<file path="config.mk">
export PLATFORM = sky130hd
export DESIGN_NAME = dirq_core
export DESIGN_NICKNAME = d
export VERILOG_FILES = /design/src/rtl/dirq_pkg.sv /design/src/rtl/dirq_core.sv /design/src/rtl/dirq_rate_gen.sv
export SDC_FILE = /design/constraint.sdc
export NUM_CORES = 1
export LEC_CHECK = 0
export BUFFER_PORTS_ARGS = -buffer_cell sky130_fd_sc_hd__buf_2
export CAP_MARGIN = 20
export CORE_MARGIN = 2
export CORE_UTILIZATION = 30
export DETAILED_ROUTE_END_ITERATION = 12
export PLACE_DENSITY_LB_ADDON = 0.12
export RECOVER_POWER = 100
export SLEW_MARGIN = 20
export SYNTH_ARGS = -nofsm -noshare
export SYNTH_HDL_FRONTEND = slang
export SYNTH_SLANG_ARGS = --single-unit
</file>
<file path="constraint.sdc">
create_clock -name i_clk_sys -period 1.9 [get_ports i_clk_sys]
set_input_delay 0.38 -clock i_clk_sys [delete_from_list [all_inputs] [get_ports i_clk_sys]]
set_output_delay 0.38 -clock i_clk_sys [all_outputs]
set_load 0.02 [all_outputs]
</file>
<file path="src/rtl/dirq_pkg.sv">
// Package of constants and carrier types for the interrupt and baud timing core.
package dirq_pkg;

  // ----------------------------------------------------------------
  // Clock and timing
  // ----------------------------------------------------------------
  localparam int SYS_CLK_HZ = 10000000;
  localparam int SYS_CLK_PERIOD_NS = 100;
  localparam int IRQ_NEGATE_MAX_NS = 300;
  localparam int IRQ_NEGATE_CYCLES = IRQ_NEGATE_MAX_NS / SYS_CLK_PERIOD_NS;
  // Standard rate table is exact for this reference frequency in Hz, save the 12'h417 and 12'h359 divisors.
  localparam int REF_NOMINAL_HZ = 3686400;

  // ----------------------------------------------------------------
  // Interrupt sources
  // ----------------------------------------------------------------
  localparam int NUM_IRQ = 8;
  localparam int IRQ_TXA_BIT = 0;
  localparam int IRQ_RXA_BIT = 1;
  localparam int IRQ_BRKA_BIT = 2;
  localparam int IRQ_CT_BIT = 3;
  localparam int IRQ_TXB_BIT = 4;
  localparam int IRQ_RXB_BIT = 5;
  localparam int IRQ_BRKB_BIT = 6;
  localparam int IRQ_IPC_BIT = 7;
  localparam logic [7:0] IRQ_MASK_RESET = 8'h00;
  localparam logic [7:0] IRQ_STATUS_RESET = 8'h00;

  // ----------------------------------------------------------------
  // Rate generator
  // ----------------------------------------------------------------
  localparam int NUM_RATES = 23;
  localparam int RATE_SEL_W = 5;
  localparam int DIV_W = 12;
  localparam int NUM_SELECTORS = 4;
  localparam logic [15:0] CT_PRESET_RESET = 16'h0002;

  // Clock selector source codes.
  typedef enum logic [1:0] {
    DIRQ_SRC_RATE = 2'h0,
    DIRQ_SRC_CT = 2'h1,
    DIRQ_SRC_EXT = 2'h2
  } dirq_src_t;

  // Per-selector configuration: source and table index.
  typedef struct packed {
    dirq_src_t src;
    logic [RATE_SEL_W-1:0] rate;
  } dirq_sel_t;

  // Qualified host access strobes.
  typedef struct packed {
    logic rd_rx_a;
    logic rd_rx_b;
    logic wr_tx_a;
    logic wr_tx_b;
    logic cmd_brk_a;
    logic cmd_brk_b;
    logic cmd_ct_stop;
    logic rd_ipc;
  } dirq_clr_t;

endpackage : dirq_pkg

</file>
<file path="src/rtl/dirq_core.sv">
// Interrupt control, bus cycle qualification and clock selection core.
`timescale 1ns/100ps
module dirq_core
  import dirq_pkg::*;
(
  input wire logic i_clk_sys,
  input wire logic i_resetn,
  input wire logic i_chip_select_n,
  input wire logic i_read_strobe_n,
  input wire logic i_write_strobe_n,
  input wire logic [dirq_pkg::NUM_IRQ-1:0] i_event_set,
  input wire dirq_pkg::dirq_clr_t i_clr_req,
  input wire logic i_mask_we,
  input wire logic [dirq_pkg::NUM_IRQ-1:0] i_mask_wdata,
  input wire logic [4:0] i_op_irq_en,
  input wire logic i_ref_clock_in,
  input wire logic [3:0] i_ext_clk,
  input wire logic i_ct_load,
  input wire logic [15:0] i_ct_preset,
  input wire dirq_pkg::dirq_sel_t [dirq_pkg::NUM_SELECTORS-1:0] i_sel_cfg,
  output logic o_irq_out_n,
  output logic [dirq_pkg::NUM_IRQ-1:0] o_irq_status_reg,
  output logic [dirq_pkg::NUM_IRQ-1:0] o_irq_mask_reg,
  output logic [4:0] o_out_pins_3_to_7_n,
  output logic o_rd_access,
  output logic o_wr_access,
  output logic [dirq_pkg::NUM_SELECTORS-1:0] o_clk16_tick,
  output logic o_ct_out
);

  import dirq_pkg::*;

  // ----------------------------------------------------------------
  // Pin synchronisers
  // ----------------------------------------------------------------
  logic [7:0] pin_meta;
  logic [7:0] pin_sync;
  logic ref_last;
  logic [3:0] ext_last;
  logic ref_tick;
  logic [3:0] ext_tick;

  // Two flops on every pin from outside the clock domain.
  always_ff @(posedge i_clk_sys)
  begin
    if (!i_resetn)
    begin
      // Strobes rest high and timing inputs low, so no false edge follows reset.
      pin_meta <= 8'h07;
      pin_sync <= 8'h07;
    end
    else
    begin
      pin_meta <= {i_ext_clk, i_ref_clock_in, i_chip_select_n, i_read_strobe_n,
                   i_write_strobe_n};
      pin_sync <= pin_meta;
    end
  end

  // Edge history for the reference and external timing inputs.
  always_ff @(posedge i_clk_sys)
  begin
    if (!i_resetn)
    begin
      ref_last <= 1'b0;
      ext_last <= 4'h0;
    end
    else
    begin
      ref_last <= pin_sync[3];
      ext_last <= pin_sync[7:4];
    end
  end

  // Rising edges become one-cycle enable pulses.
  assign ref_tick = pin_sync[3] & ~ref_last;
  assign ext_tick = pin_sync[7:4] & ~ext_last;

  // ----------------------------------------------------------------
  // Bus cycle qualification
  // ----------------------------------------------------------------
  logic rd_active;
  logic wr_active;

  // Select and strobe are ORed low-true: the later assert starts, the first negate ends.
  // Bit 2 is the select, bit 1 the read strobe and bit 0 the write strobe.
  assign rd_active = ~pin_sync[2] & ~pin_sync[1];
  assign wr_active = ~pin_sync[2] & ~pin_sync[0];

  // Registered access levels.
  always_ff @(posedge i_clk_sys)
  begin
    if (!i_resetn)
    begin
      o_rd_access <= 1'b0;
      o_wr_access <= 1'b0;
    end
    else
    begin
      o_rd_access <= rd_active;
      o_wr_access <= wr_active;
    end
  end

  // ----------------------------------------------------------------
  // Interrupt mask
  // ----------------------------------------------------------------
  // Mask write takes effect at once; a cleared bit drops its term next clock.
  always_ff @(posedge i_clk_sys)
  begin
    if (!i_resetn)
    begin
      o_irq_mask_reg <= IRQ_MASK_RESET;
    end
    else if (i_mask_we)
    begin
      o_irq_mask_reg <= i_mask_wdata;
    end
  end

  // ----------------------------------------------------------------
  // Interrupt status
  // ----------------------------------------------------------------
  logic [NUM_IRQ-1:0] clr_vec;
  logic [NUM_IRQ-1:0] next_status;
  logic ct_event;

  // Map each clearing action to its source bit.
  always_comb
  begin
    clr_vec = 8'h00;
    clr_vec[IRQ_RXA_BIT] = i_clr_req.rd_rx_a;
    clr_vec[IRQ_RXB_BIT] = i_clr_req.rd_rx_b;
    clr_vec[IRQ_TXA_BIT] = i_clr_req.wr_tx_a;
    clr_vec[IRQ_TXB_BIT] = i_clr_req.wr_tx_b;
    clr_vec[IRQ_BRKA_BIT] = i_clr_req.cmd_brk_a;
    clr_vec[IRQ_BRKB_BIT] = i_clr_req.cmd_brk_b;
    clr_vec[IRQ_CT_BIT] = i_clr_req.cmd_ct_stop;
    clr_vec[IRQ_IPC_BIT] = i_clr_req.rd_ipc;
  end

  // A new event in the clearing cycle wins over the clear.
  assign next_status = (o_irq_status_reg & ~clr_vec) | i_event_set | {4'h0, ct_event, 3'h0};

  // Sticky status, visible whatever the mask holds.
  always_ff @(posedge i_clk_sys)
  begin
    if (!i_resetn)
    begin
      o_irq_status_reg <= IRQ_STATUS_RESET;
    end
    else
    begin
      o_irq_status_reg <= next_status;
    end
  end

  // ----------------------------------------------------------------
  // Interrupt outputs
  // ----------------------------------------------------------------
  logic [NUM_IRQ-1:0] enabled;
  logic [4:0] discrete;

  // Masked terms from the next status, so the output follows within one clock.
  assign enabled = next_status & (i_mask_we ? i_mask_wdata : o_irq_mask_reg);

  // Discrete outputs: pin 3 counter/timer, 4 rx A, 5 rx B, 6 tx A, 7 tx B.
  assign discrete = {next_status[IRQ_TXB_BIT], next_status[IRQ_TXA_BIT],
                     next_status[IRQ_RXB_BIT], next_status[IRQ_RXA_BIT],
                     next_status[IRQ_CT_BIT]};

  // Single low-true interrupt and the optional discrete pins.
  always_ff @(posedge i_clk_sys)
  begin
    if (!i_resetn)
    begin
      o_irq_out_n <= 1'b1;
      o_out_pins_3_to_7_n <= 5'h1F;
    end
    else
    begin
      o_irq_out_n <= ~(|enabled);
      o_out_pins_3_to_7_n <= ~(discrete & i_op_irq_en);
    end
  end

  // ----------------------------------------------------------------
  // Counter/timer as a 16X divider
  // ----------------------------------------------------------------
  logic [15:0] ct_preset;
  logic [15:0] ct_cnt;
  logic ct_running;
  logic ct_tick;

  // Preset register and run control; stop command halts the count.
  always_ff @(posedge i_clk_sys)
  begin
    if (!i_resetn)
    begin
      ct_preset <= CT_PRESET_RESET;
      ct_running <= 1'b0; // The counter idles until the host first loads it.
    end
    else
    begin
      if (i_ct_load)
      begin
        ct_preset <= i_ct_preset;
        ct_running <= 1'b1;
      end
      else if (i_clr_req.cmd_ct_stop)
      begin
        ct_running <= 1'b0;
      end
    end
  end

  // Down count on reference ticks; square wave toggles at each reload, when the count reaches one.
  always_ff @(posedge i_clk_sys)
  begin
    if (!i_resetn)
    begin
      ct_cnt <= CT_PRESET_RESET;
      o_ct_out <= 1'b0;
    end
    else if (i_ct_load)
    begin
      ct_cnt <= i_ct_preset;
    end
    else if (ct_running && ref_tick)
    begin
      if (ct_cnt <= 16'h0001)
      begin
        ct_cnt <= ct_preset;
        o_ct_out <= ~o_ct_out;
      end
      else
      begin
        ct_cnt <= ct_cnt - 16'h0001;
      end
    end
  end

  // Counter event and 16X tick from the divider output.
  assign ct_tick = ct_running & ref_tick & (ct_cnt <= 16'h0001) & ~i_ct_load & ~o_ct_out;
  assign ct_event = ct_tick;

  // ----------------------------------------------------------------
  // Rate generator and clock selectors
  // ----------------------------------------------------------------
  logic [NUM_RATES-1:0] rate_tick;

  dirq_rate_gen u_rate_gen (
    .i_clk_sys(i_clk_sys),
    .i_resetn(i_resetn),
    .i_ref_tick(ref_tick),
    .o_rate_tick(rate_tick)
  );

  // Each receiver and transmitter picks its own 16X source.
  genvar s;
  generate
    for (s = 0; s < NUM_SELECTORS; s++)
    begin : g_sel
      always_ff @(posedge i_clk_sys)
      begin
        if (!i_resetn)
        begin
          o_clk16_tick[s] <= 1'b0;
        end
        else
        begin
          unique case (i_sel_cfg[s].src)
            DIRQ_SRC_RATE: o_clk16_tick[s] <= (i_sel_cfg[s].rate < 5'(NUM_RATES)) ?
                                              rate_tick[i_sel_cfg[s].rate] : 1'b0;
            DIRQ_SRC_CT: o_clk16_tick[s] <= ct_tick;
            DIRQ_SRC_EXT: o_clk16_tick[s] <= ext_tick[s];
            default: o_clk16_tick[s] <= 1'b0;
          endcase
        end
      end
    end
  endgenerate

endmodule : dirq_core

</file>
<file path="src/rtl/dirq_rate_gen.sv">
// Rate generator: 23 table rates as 16X enable pulses from the reference clock.
`timescale 1ns/100ps
module dirq_rate_gen
  import dirq_pkg::*;
(
  input wire logic i_clk_sys,
  input wire logic i_resetn,
  input wire logic i_ref_tick,
  output logic [NUM_RATES-1:0] o_rate_tick
);

  // ----------------------------------------------------------------
  // Divider table
  // ----------------------------------------------------------------
  // Divisors of the reference giving 16X of 100 .. 230.4K baud; they scale with the reference.
  localparam logic [DIV_W-1:0] DIVS [NUM_RATES] = '{
    12'h900, 12'h600, 12'h417, 12'h359, 12'h300, 12'h180, 12'h0C0, 12'h080,
    12'h060, 12'h040, 12'h030, 12'h020, 12'h018, 12'h010, 12'h00C, 12'h008,
    12'h006, 12'h004, 12'h003, 12'h002, 12'h00A, 12'h005, 12'h001
  };

  // One counter per rate; each emits one pulse per divisor reference ticks.
  genvar g;
  generate
    for (g = 0; g < NUM_RATES; g++)
    begin : g_rate
      logic [DIV_W-1:0] cnt;
      always_ff @(posedge i_clk_sys)
      begin
        if (!i_resetn)
        begin
          cnt <= 12'h000;
          o_rate_tick[g] <= 1'b0;
        end
        else
        begin
          o_rate_tick[g] <= 1'b0;
          if (i_ref_tick)
          begin
            if (cnt >= DIVS[g] - 12'h001)
            begin
              cnt <= 12'h000;
              o_rate_tick[g] <= 1'b1;
            end
            else
            begin
              cnt <= cnt + 12'h001;
            end
          end
        end
      end
    end
  endgenerate

endmodule : dirq_rate_gen

</file>
# After elaboration in Yosys (flattened, before gate mapping)
# Cells that the tools add are included.
[op_classes]
n_addsub = 24
n_lt_le_gt_ge = 32
n_eq_ne = 8
mux = 68
n_bitwise = 23
n_reduce_logical = 10
[ops]
columns = ["cell", "n"]
rows = [
  ["adder 12 x 1 -> 12 bit (second input constant)", 23],
  ["two-way mux 12 bit", 23],
  ["two-way mux 16 bit", 3],
  [">= comparator 12 x 3 -> 1 bit (second input constant)", 3],
  [">= comparator 12 x 4 -> 1 bit (second input constant)", 3],
  ["two-way mux 1 bit", 33],
  [">= comparator 12 x 1 -> 1 bit (second input constant)", 2],
  [">= comparator 12 x 10 -> 1 bit (second input constant)", 2],
  [">= comparator 12 x 11 -> 1 bit (second input constant)", 2],
  [">= comparator 12 x 2 -> 1 bit (second input constant)", 2],
  [">= comparator 12 x 5 -> 1 bit (second input constant)", 2],
  [">= comparator 12 x 6 -> 1 bit (second input constant)", 2],
  [">= comparator 12 x 7 -> 1 bit (second input constant)", 2],
  ["less-than comparator 5 x 6 -> 1 bit (second input constant)", 4],
  ["binary-select mux 1 bit (select 5 bit)", 4],
  ["less-than comparator 5 bit (second input constant)", 4],
  ["AND 8 bit", 2],
  ["less-or-equal comparator 16 x 1 -> 1 bit (second input constant)", 1],
  ["subtractor 16 x 1 -> 16 bit (second input constant)", 1],
  [">= comparator 12 bit (second input constant)", 1],
  [">= comparator 12 x 8 -> 1 bit (second input constant)", 1],
  [">= comparator 12 x 9 -> 1 bit (second input constant)", 1],
  ["one-hot mux 1 bit (3 select lines)", 4],
  ["equality test 2 x 1 -> 1 bit (second input constant)", 4],
  ["other kinds (17)", 36],
]
[totals]
regBits = 382
in_bits = 85
out_inout_bits = 29
wordCells = 229

# Depth between registers and ports, before layout
[depth]
word_depth = 10
ltp_mapped = 8

# Hierarchy
# A second synthesis with hierarchy kept.
[unflattened]
hier_cells = 1802
hier_area_um2 = 16185.5
[by_module_without_submodules]
columns = ["module", "instances", "cells_per_inst", "area_per_inst_um2"]
rows = [
  ["dirq_rate_gen", 1, 1336, 11971.5],
  ["dirq_core", 1, 466, 4214.0],
]

# Least setup slack after synthesis
# No wires, ideal clock.
[synth_timing]
path_kind = "reg2reg"
startpoint = "register ct_cnt[9]"
endpoint = "register o_clk16_tick[3] (netlist bit)"
setup_ps = 64
t_arrival_ps = 2000
t_required_ps = 1836
slack_ps = -164
path_stages_with_launch = 7
path_buffers = 1
period_less_slack_ps = 2064
cell_sequence = "dfxtp_1 buf_6 or4_4 nor4_4 nand4b_4 or3_1 nand4_1"
[synth_between]
elab_chain_cells = 5
[synth_lines]
columns = ["element", "line", "text"]
rows = [
  ["start, declared", "dirq_core.sv:191", "logic [15:0] ct_cnt;"],
  ["start signal, assigned", "dirq_core.sv:227", "ct_cnt <= i_ct_preset;"],
  ["start signal, assigned", "dirq_core.sv:233", "ct_cnt <= ct_preset;"],
  ["start signal, assigned", "dirq_core.sv:238", "ct_cnt <= ct_cnt - 16'h0001;"],
  ["less-or-equal comparator 16 x 1 -> 1 bit", "dirq_core.sv:244", "assign ct_tick = ct_running & ref_tick & (ct_cnt <= 16'h0001) & ~i_ct_load & ~o_ct_out;"],
  ["AND 1 bit (3 in series)", "dirq_core.sv:244", ""],
  ["one-hot mux 1 bit (3 select lines)", "dirq_core.sv:272", "unique case (i_sel_cfg[s].src)"],
  ["end signal, assigned by index", "dirq_core.sv:273", "DIRQ_SRC_RATE: o_clk16_tick[s] <= (i_sel_cfg[s].rate < 5'(NUM_RATES)) ?"],
  ["end signal, assigned by index", "dirq_core.sv:275", "DIRQ_SRC_CT: o_clk16_tick[s] <= ct_tick;"],
  ["end signal, assigned by index", "dirq_core.sv:276", "DIRQ_SRC_EXT: o_clk16_tick[s] <= ext_tick[s];"],
  ["end, declared", "dirq_core.sv:27", "output logic [dirq_pkg::NUM_SELECTORS-1:0] o_clk16_tick,"],
]
# No other way between the ends.
# A chain may end at the register's enable or synchronous reset.

# Final worst setup path
[layout_timing]
startpoint = "register ct_cnt[11]"
endpoint = "register ct_cnt[8]"
[layout_between]
elab_chain_cells = 4
[layout_lines]
columns = ["element", "line", "text"]
rows = [
  ["less-or-equal comparator 16 x 1 -> 1 bit", "dirq_core.sv:231", "if (ct_cnt <= 16'h0001)"],
  ["two-way mux 16 bit", "dirq_core.sv:231", ""],
  ["two-way mux 16 bit", "dirq_core.sv:229", "else if (ct_running && ref_tick)"],
  ["two-way mux 16 bit", "dirq_core.sv:225", "else if (i_ct_load)"],
]
# No other way between the ends. The select of a mux whose other input is x is not followed.

==> flow_summary_export.csv <==
group,metric,value,unit
outcome,status,"finished with violations",
outcome,violations,"setup timing",
floorplanning,fp-row-count,83,
critical_path,worstPathMaxFanout,6,
floorplanning,fp.dieW,232,um
sta,setup_slack,-0.0990,ns
sta,finalSetupViolCount,7,
layout,regMostFlops,"u_rate_gen.g_rate.cnt",
floorplanning,initial_core_util,30.4,%
routing,wire_per_inst,14.3,um
layout,reg_top3,"u_rate_gen.g_rate.cnt x264, u_rate_gen.o_rate_tick x23",
sta,maxSlewViolCount,0,
synthesis,ys_ff_latch,370,
synthesis,ys.flop_type,"dfxtp_1",
global_routing,first_global_vias,12300,
critical_path,reg2reg_to,"ct_cnt[8]",
floorplanning,core,51400,sq um
pwr,vdd_drop_max,0.611,mV
critical_path,crit_type,"register to register",
sta,layout_min_cycle_time,2.00,ns
sta,final_hold_viol_count,0,
floorplanning,fp.dieH,232,um
worst_hold_path,worstHoldPathCells,2,
synthesis,synthCells,1768,
place,io_buffers,113,
job,drv_cap,0,
critical_path,worst_ep_required_time,2.35,ns
sta,fin_crit_sh,105,%
synthesis,synth_top_area_share,47.4,%
pwr,total_power,18.2,mW
layout,drive_above_1_share,16.2,%
critical_path,reg2regPathDepth,6,
routing,ant_nets,0,
clock_tree,cts.sinks,370,
synthesis,synth_cell_types,68,
synthesis,synth_area,15600,sq um
global_routing,grt_pass1_wl,62900,um
critical_path,end_kind,"register",
floorplanning,ioPinCount,114,
layout,largest_register_ffs,264,
pwr,p_per_area,934,nW/um^2
critical_path,critPathArrivalTime,2.45,ns
worst_hold_path,hp-class,"primary input to register",
pwr,p_leak,7.62,nW
sta,max_freq,500,MHz
layout,final_core_util,37.9,%
sta,worst_pin_slew,1.28,ns
place,place_inst,2601,
global_routing,antenna_found_initial,1,
synthesis,ys_seq_area_share,47.4,%
routing,routed_via_density,4.82,
layout,area_growth,24.6,%
routing,drt_pass1_iterations,5,
synthesis,yosys_warnings,0,
routing,drc,0,
layout,instances_no_fill,2693,
global_routing,grt_overflow,0,
synthesis,syn_avg_cell_area,8.84,sq um
clock_tree,cts_root_buffer,"clkbuf_16",
synthesis,synth-edff-count,0,
clock_tree,clock_latency,0.57,ns
critical_path,r2r_setup_slack,-0.1,ns
sta,rsz0062_at_grt,"yes",
worst_hold_path,hold_start,"i_ext_clk[0]",
global_routing,track_usage,14.2,%
place,place_congestion,0.823,
routing,drt_wl_total,38600,um
synthesis,yosys.area.top_type,"dfxtp_1",
worst_hold_path,hold_end,"pin_meta[4]",
routing,dr_total_vias,13000,
synthesis,yosys-top-cells-area,"dfxtp_1 (47%), nor2_1 (8.5%), xor2_1 (4.8%)",
floorplanning,die-area,53900,sq um
global_routing,grt_max_degree,56,
critical_path,timing.rr.start,"ct_cnt[11]",
clock_tree,cts_tree,"built",
routing,drt_iter0_markers,635,
critical_path,start_kind,"register",
sta,max-slew-margin-rel,14.7,%
synthesis,async_flop_share,0,%
clock_tree,cts_made_buffers,44,
synthesis,synth.net_count,1887,
clock_tree,clkTransAtPathRegs,0.06,ns
sta,fin_skew,0.0177,ns
place,hpwlAfterDp,26700,um
layout,fin_nets,2100,
clock_tree,htreeDepth,2,
clock_tree,clockBufferDepth,3,
[kinds of logic after synthesis]
family	count (synthesis)	synth area share, %
compound gates	260	10.5
xor+xnor	132	7.40
fa+ha+maj	34	2.72
buf+inv	119	2.94
flops	370	47.4
mux	55	4.89
simple gates	798	24.2
[cell type report]
cell class                 count  area [sq um]
antenna                        1          2.50
clock buffer                  60          1230
clock inverter                17           325
fill                        5217         31900
inverter                      44           166
multi-input combinational   1279          7950
sequential                   370          7410
tap                          680           851
timing repair buffer         242          1530
[how the worst max path moves through the flow]
stage / startpoint / end / slack (ns)
finish: ct_cnt[11] / ct_cnt[8] / -0.1
floorplan: ct_cnt[15] / o_clk16_tick[3] / -0.09
global route: ct_cnt[11] / ct_cnt[8] / -0.19
CTS: ct_cnt[8] / o_clk16_tick[1] / -0.07
detailed placement: ct_cnt[8] / ct_cnt[0] / -0.13
global placement: ct_cnt[15] / o_out_pins_3_to_7_n[0] / -0.11
[worst max-delay path: stages, from the launching register on]
cell and delay, ns:
dfxtp_1 0.31, or4_4 0.57, nor4_4 0.35, buf_4 0.22
nor3_1 0.06, a221oi_1 0.24, o32ai_1 0.13
[power by group]
| group | leakage (nW) | internal, mW | switching, mW |
|---|---|---|---|
| clock | 0.751 | 5.75 | 3.33 |
| combinational | 3.87 | 0.473 | 0.654 |
| sequential | 3.00 | 7.90 | 0.0862 |
| total | 7.62 | 14.1 | 4.07 |
[metal layers]
metal | up-vias | track usage (%) | part of all wire, %
met3 | 58 | 2.91 | 4.6
li1 | 6610 | - | -
met4 | 0 | 4.57 | 2.4
met2 | 195 | 22.4 | 44
met1 | 6128 | 19.3 | 49
met5 | - | 0 | 0
[stage by stage]
stage / setup slack [ns] / area, sq um / hold slack, ns / setup TNS (ns)
floorplan: -0.0914 / 15700 / 0.368 / -0.262
global placement: -0.114 / 17700 / 0.373 / -0.905
detailed placement: -0.129 / 17700 / 0.375 / -1.20
CTS: -0.0667 / 19500 / 0.00499 / -0.282
global route: -0.190 / 19500 / 0.0219 / -6.53
finish: -0.0990 / 19500 / 0.0409 / -0.316
[layout by cell type, fill, tap and decap left out, drive strengths merged, types with 7 or more instances in the layout]
master	instances
xor2	86
dfxtp	370
o21ai	44
nand4	35
nand2b	12
or3	7
a22oi	9
xnor2	46
nand2	122
a41oi	7
and2	21
mux4	17
and3	53
o22ai	9
nor3	35
inv	45
or4	14
a21oi	82
bufinv	9
nor4	33
ha	34
a31oi	50
o211ai	10
dlygate4sd3	11
mux2i	37
clkbuf	116
nor2	354
nand3	79
nand3b	10
buf	175
[Yosys cell counts, types with 10 or more instances]
| cell type | number |
|---|---|
| nor3_1 | 35 |
| nand2b_1 | 12 |
| nor4_1 | 31 |
| xnor2_1 | 46 |
| clkbuf_1 | 63 |
| nand3_1 | 79 |
| a21oi_1 | 82 |
| mux4_2 | 17 |
| o211ai_1 | 10 |
| nand3b_1 | 10 |
| and2_1 | 21 |
| and3_1 | 53 |
| ha_1 | 34 |
| or4_1 | 12 |
| o21ai_0 | 35 |
| nor2_1 | 354 |
| inv_1 | 44 |
| xor2_1 | 86 |
| dfxtp_1 | 370 |
| mux2i_1 | 37 |
| nand4_1 | 35 |
| a31oi_1 | 50 |
| nand2_1 | 122 |
[repair_timing]
item | CTS | global route
cloned | 0 | 0
pin swaps | 5 | 10
hold buffers | 11 | 0
gates resized for setup | 17 | 33
setup endpoints to repair | 28 | 90
buffers inserted | 0 | 3
hold endpoints to repair | 11 | 0
(Power assumes the default switching activity.)
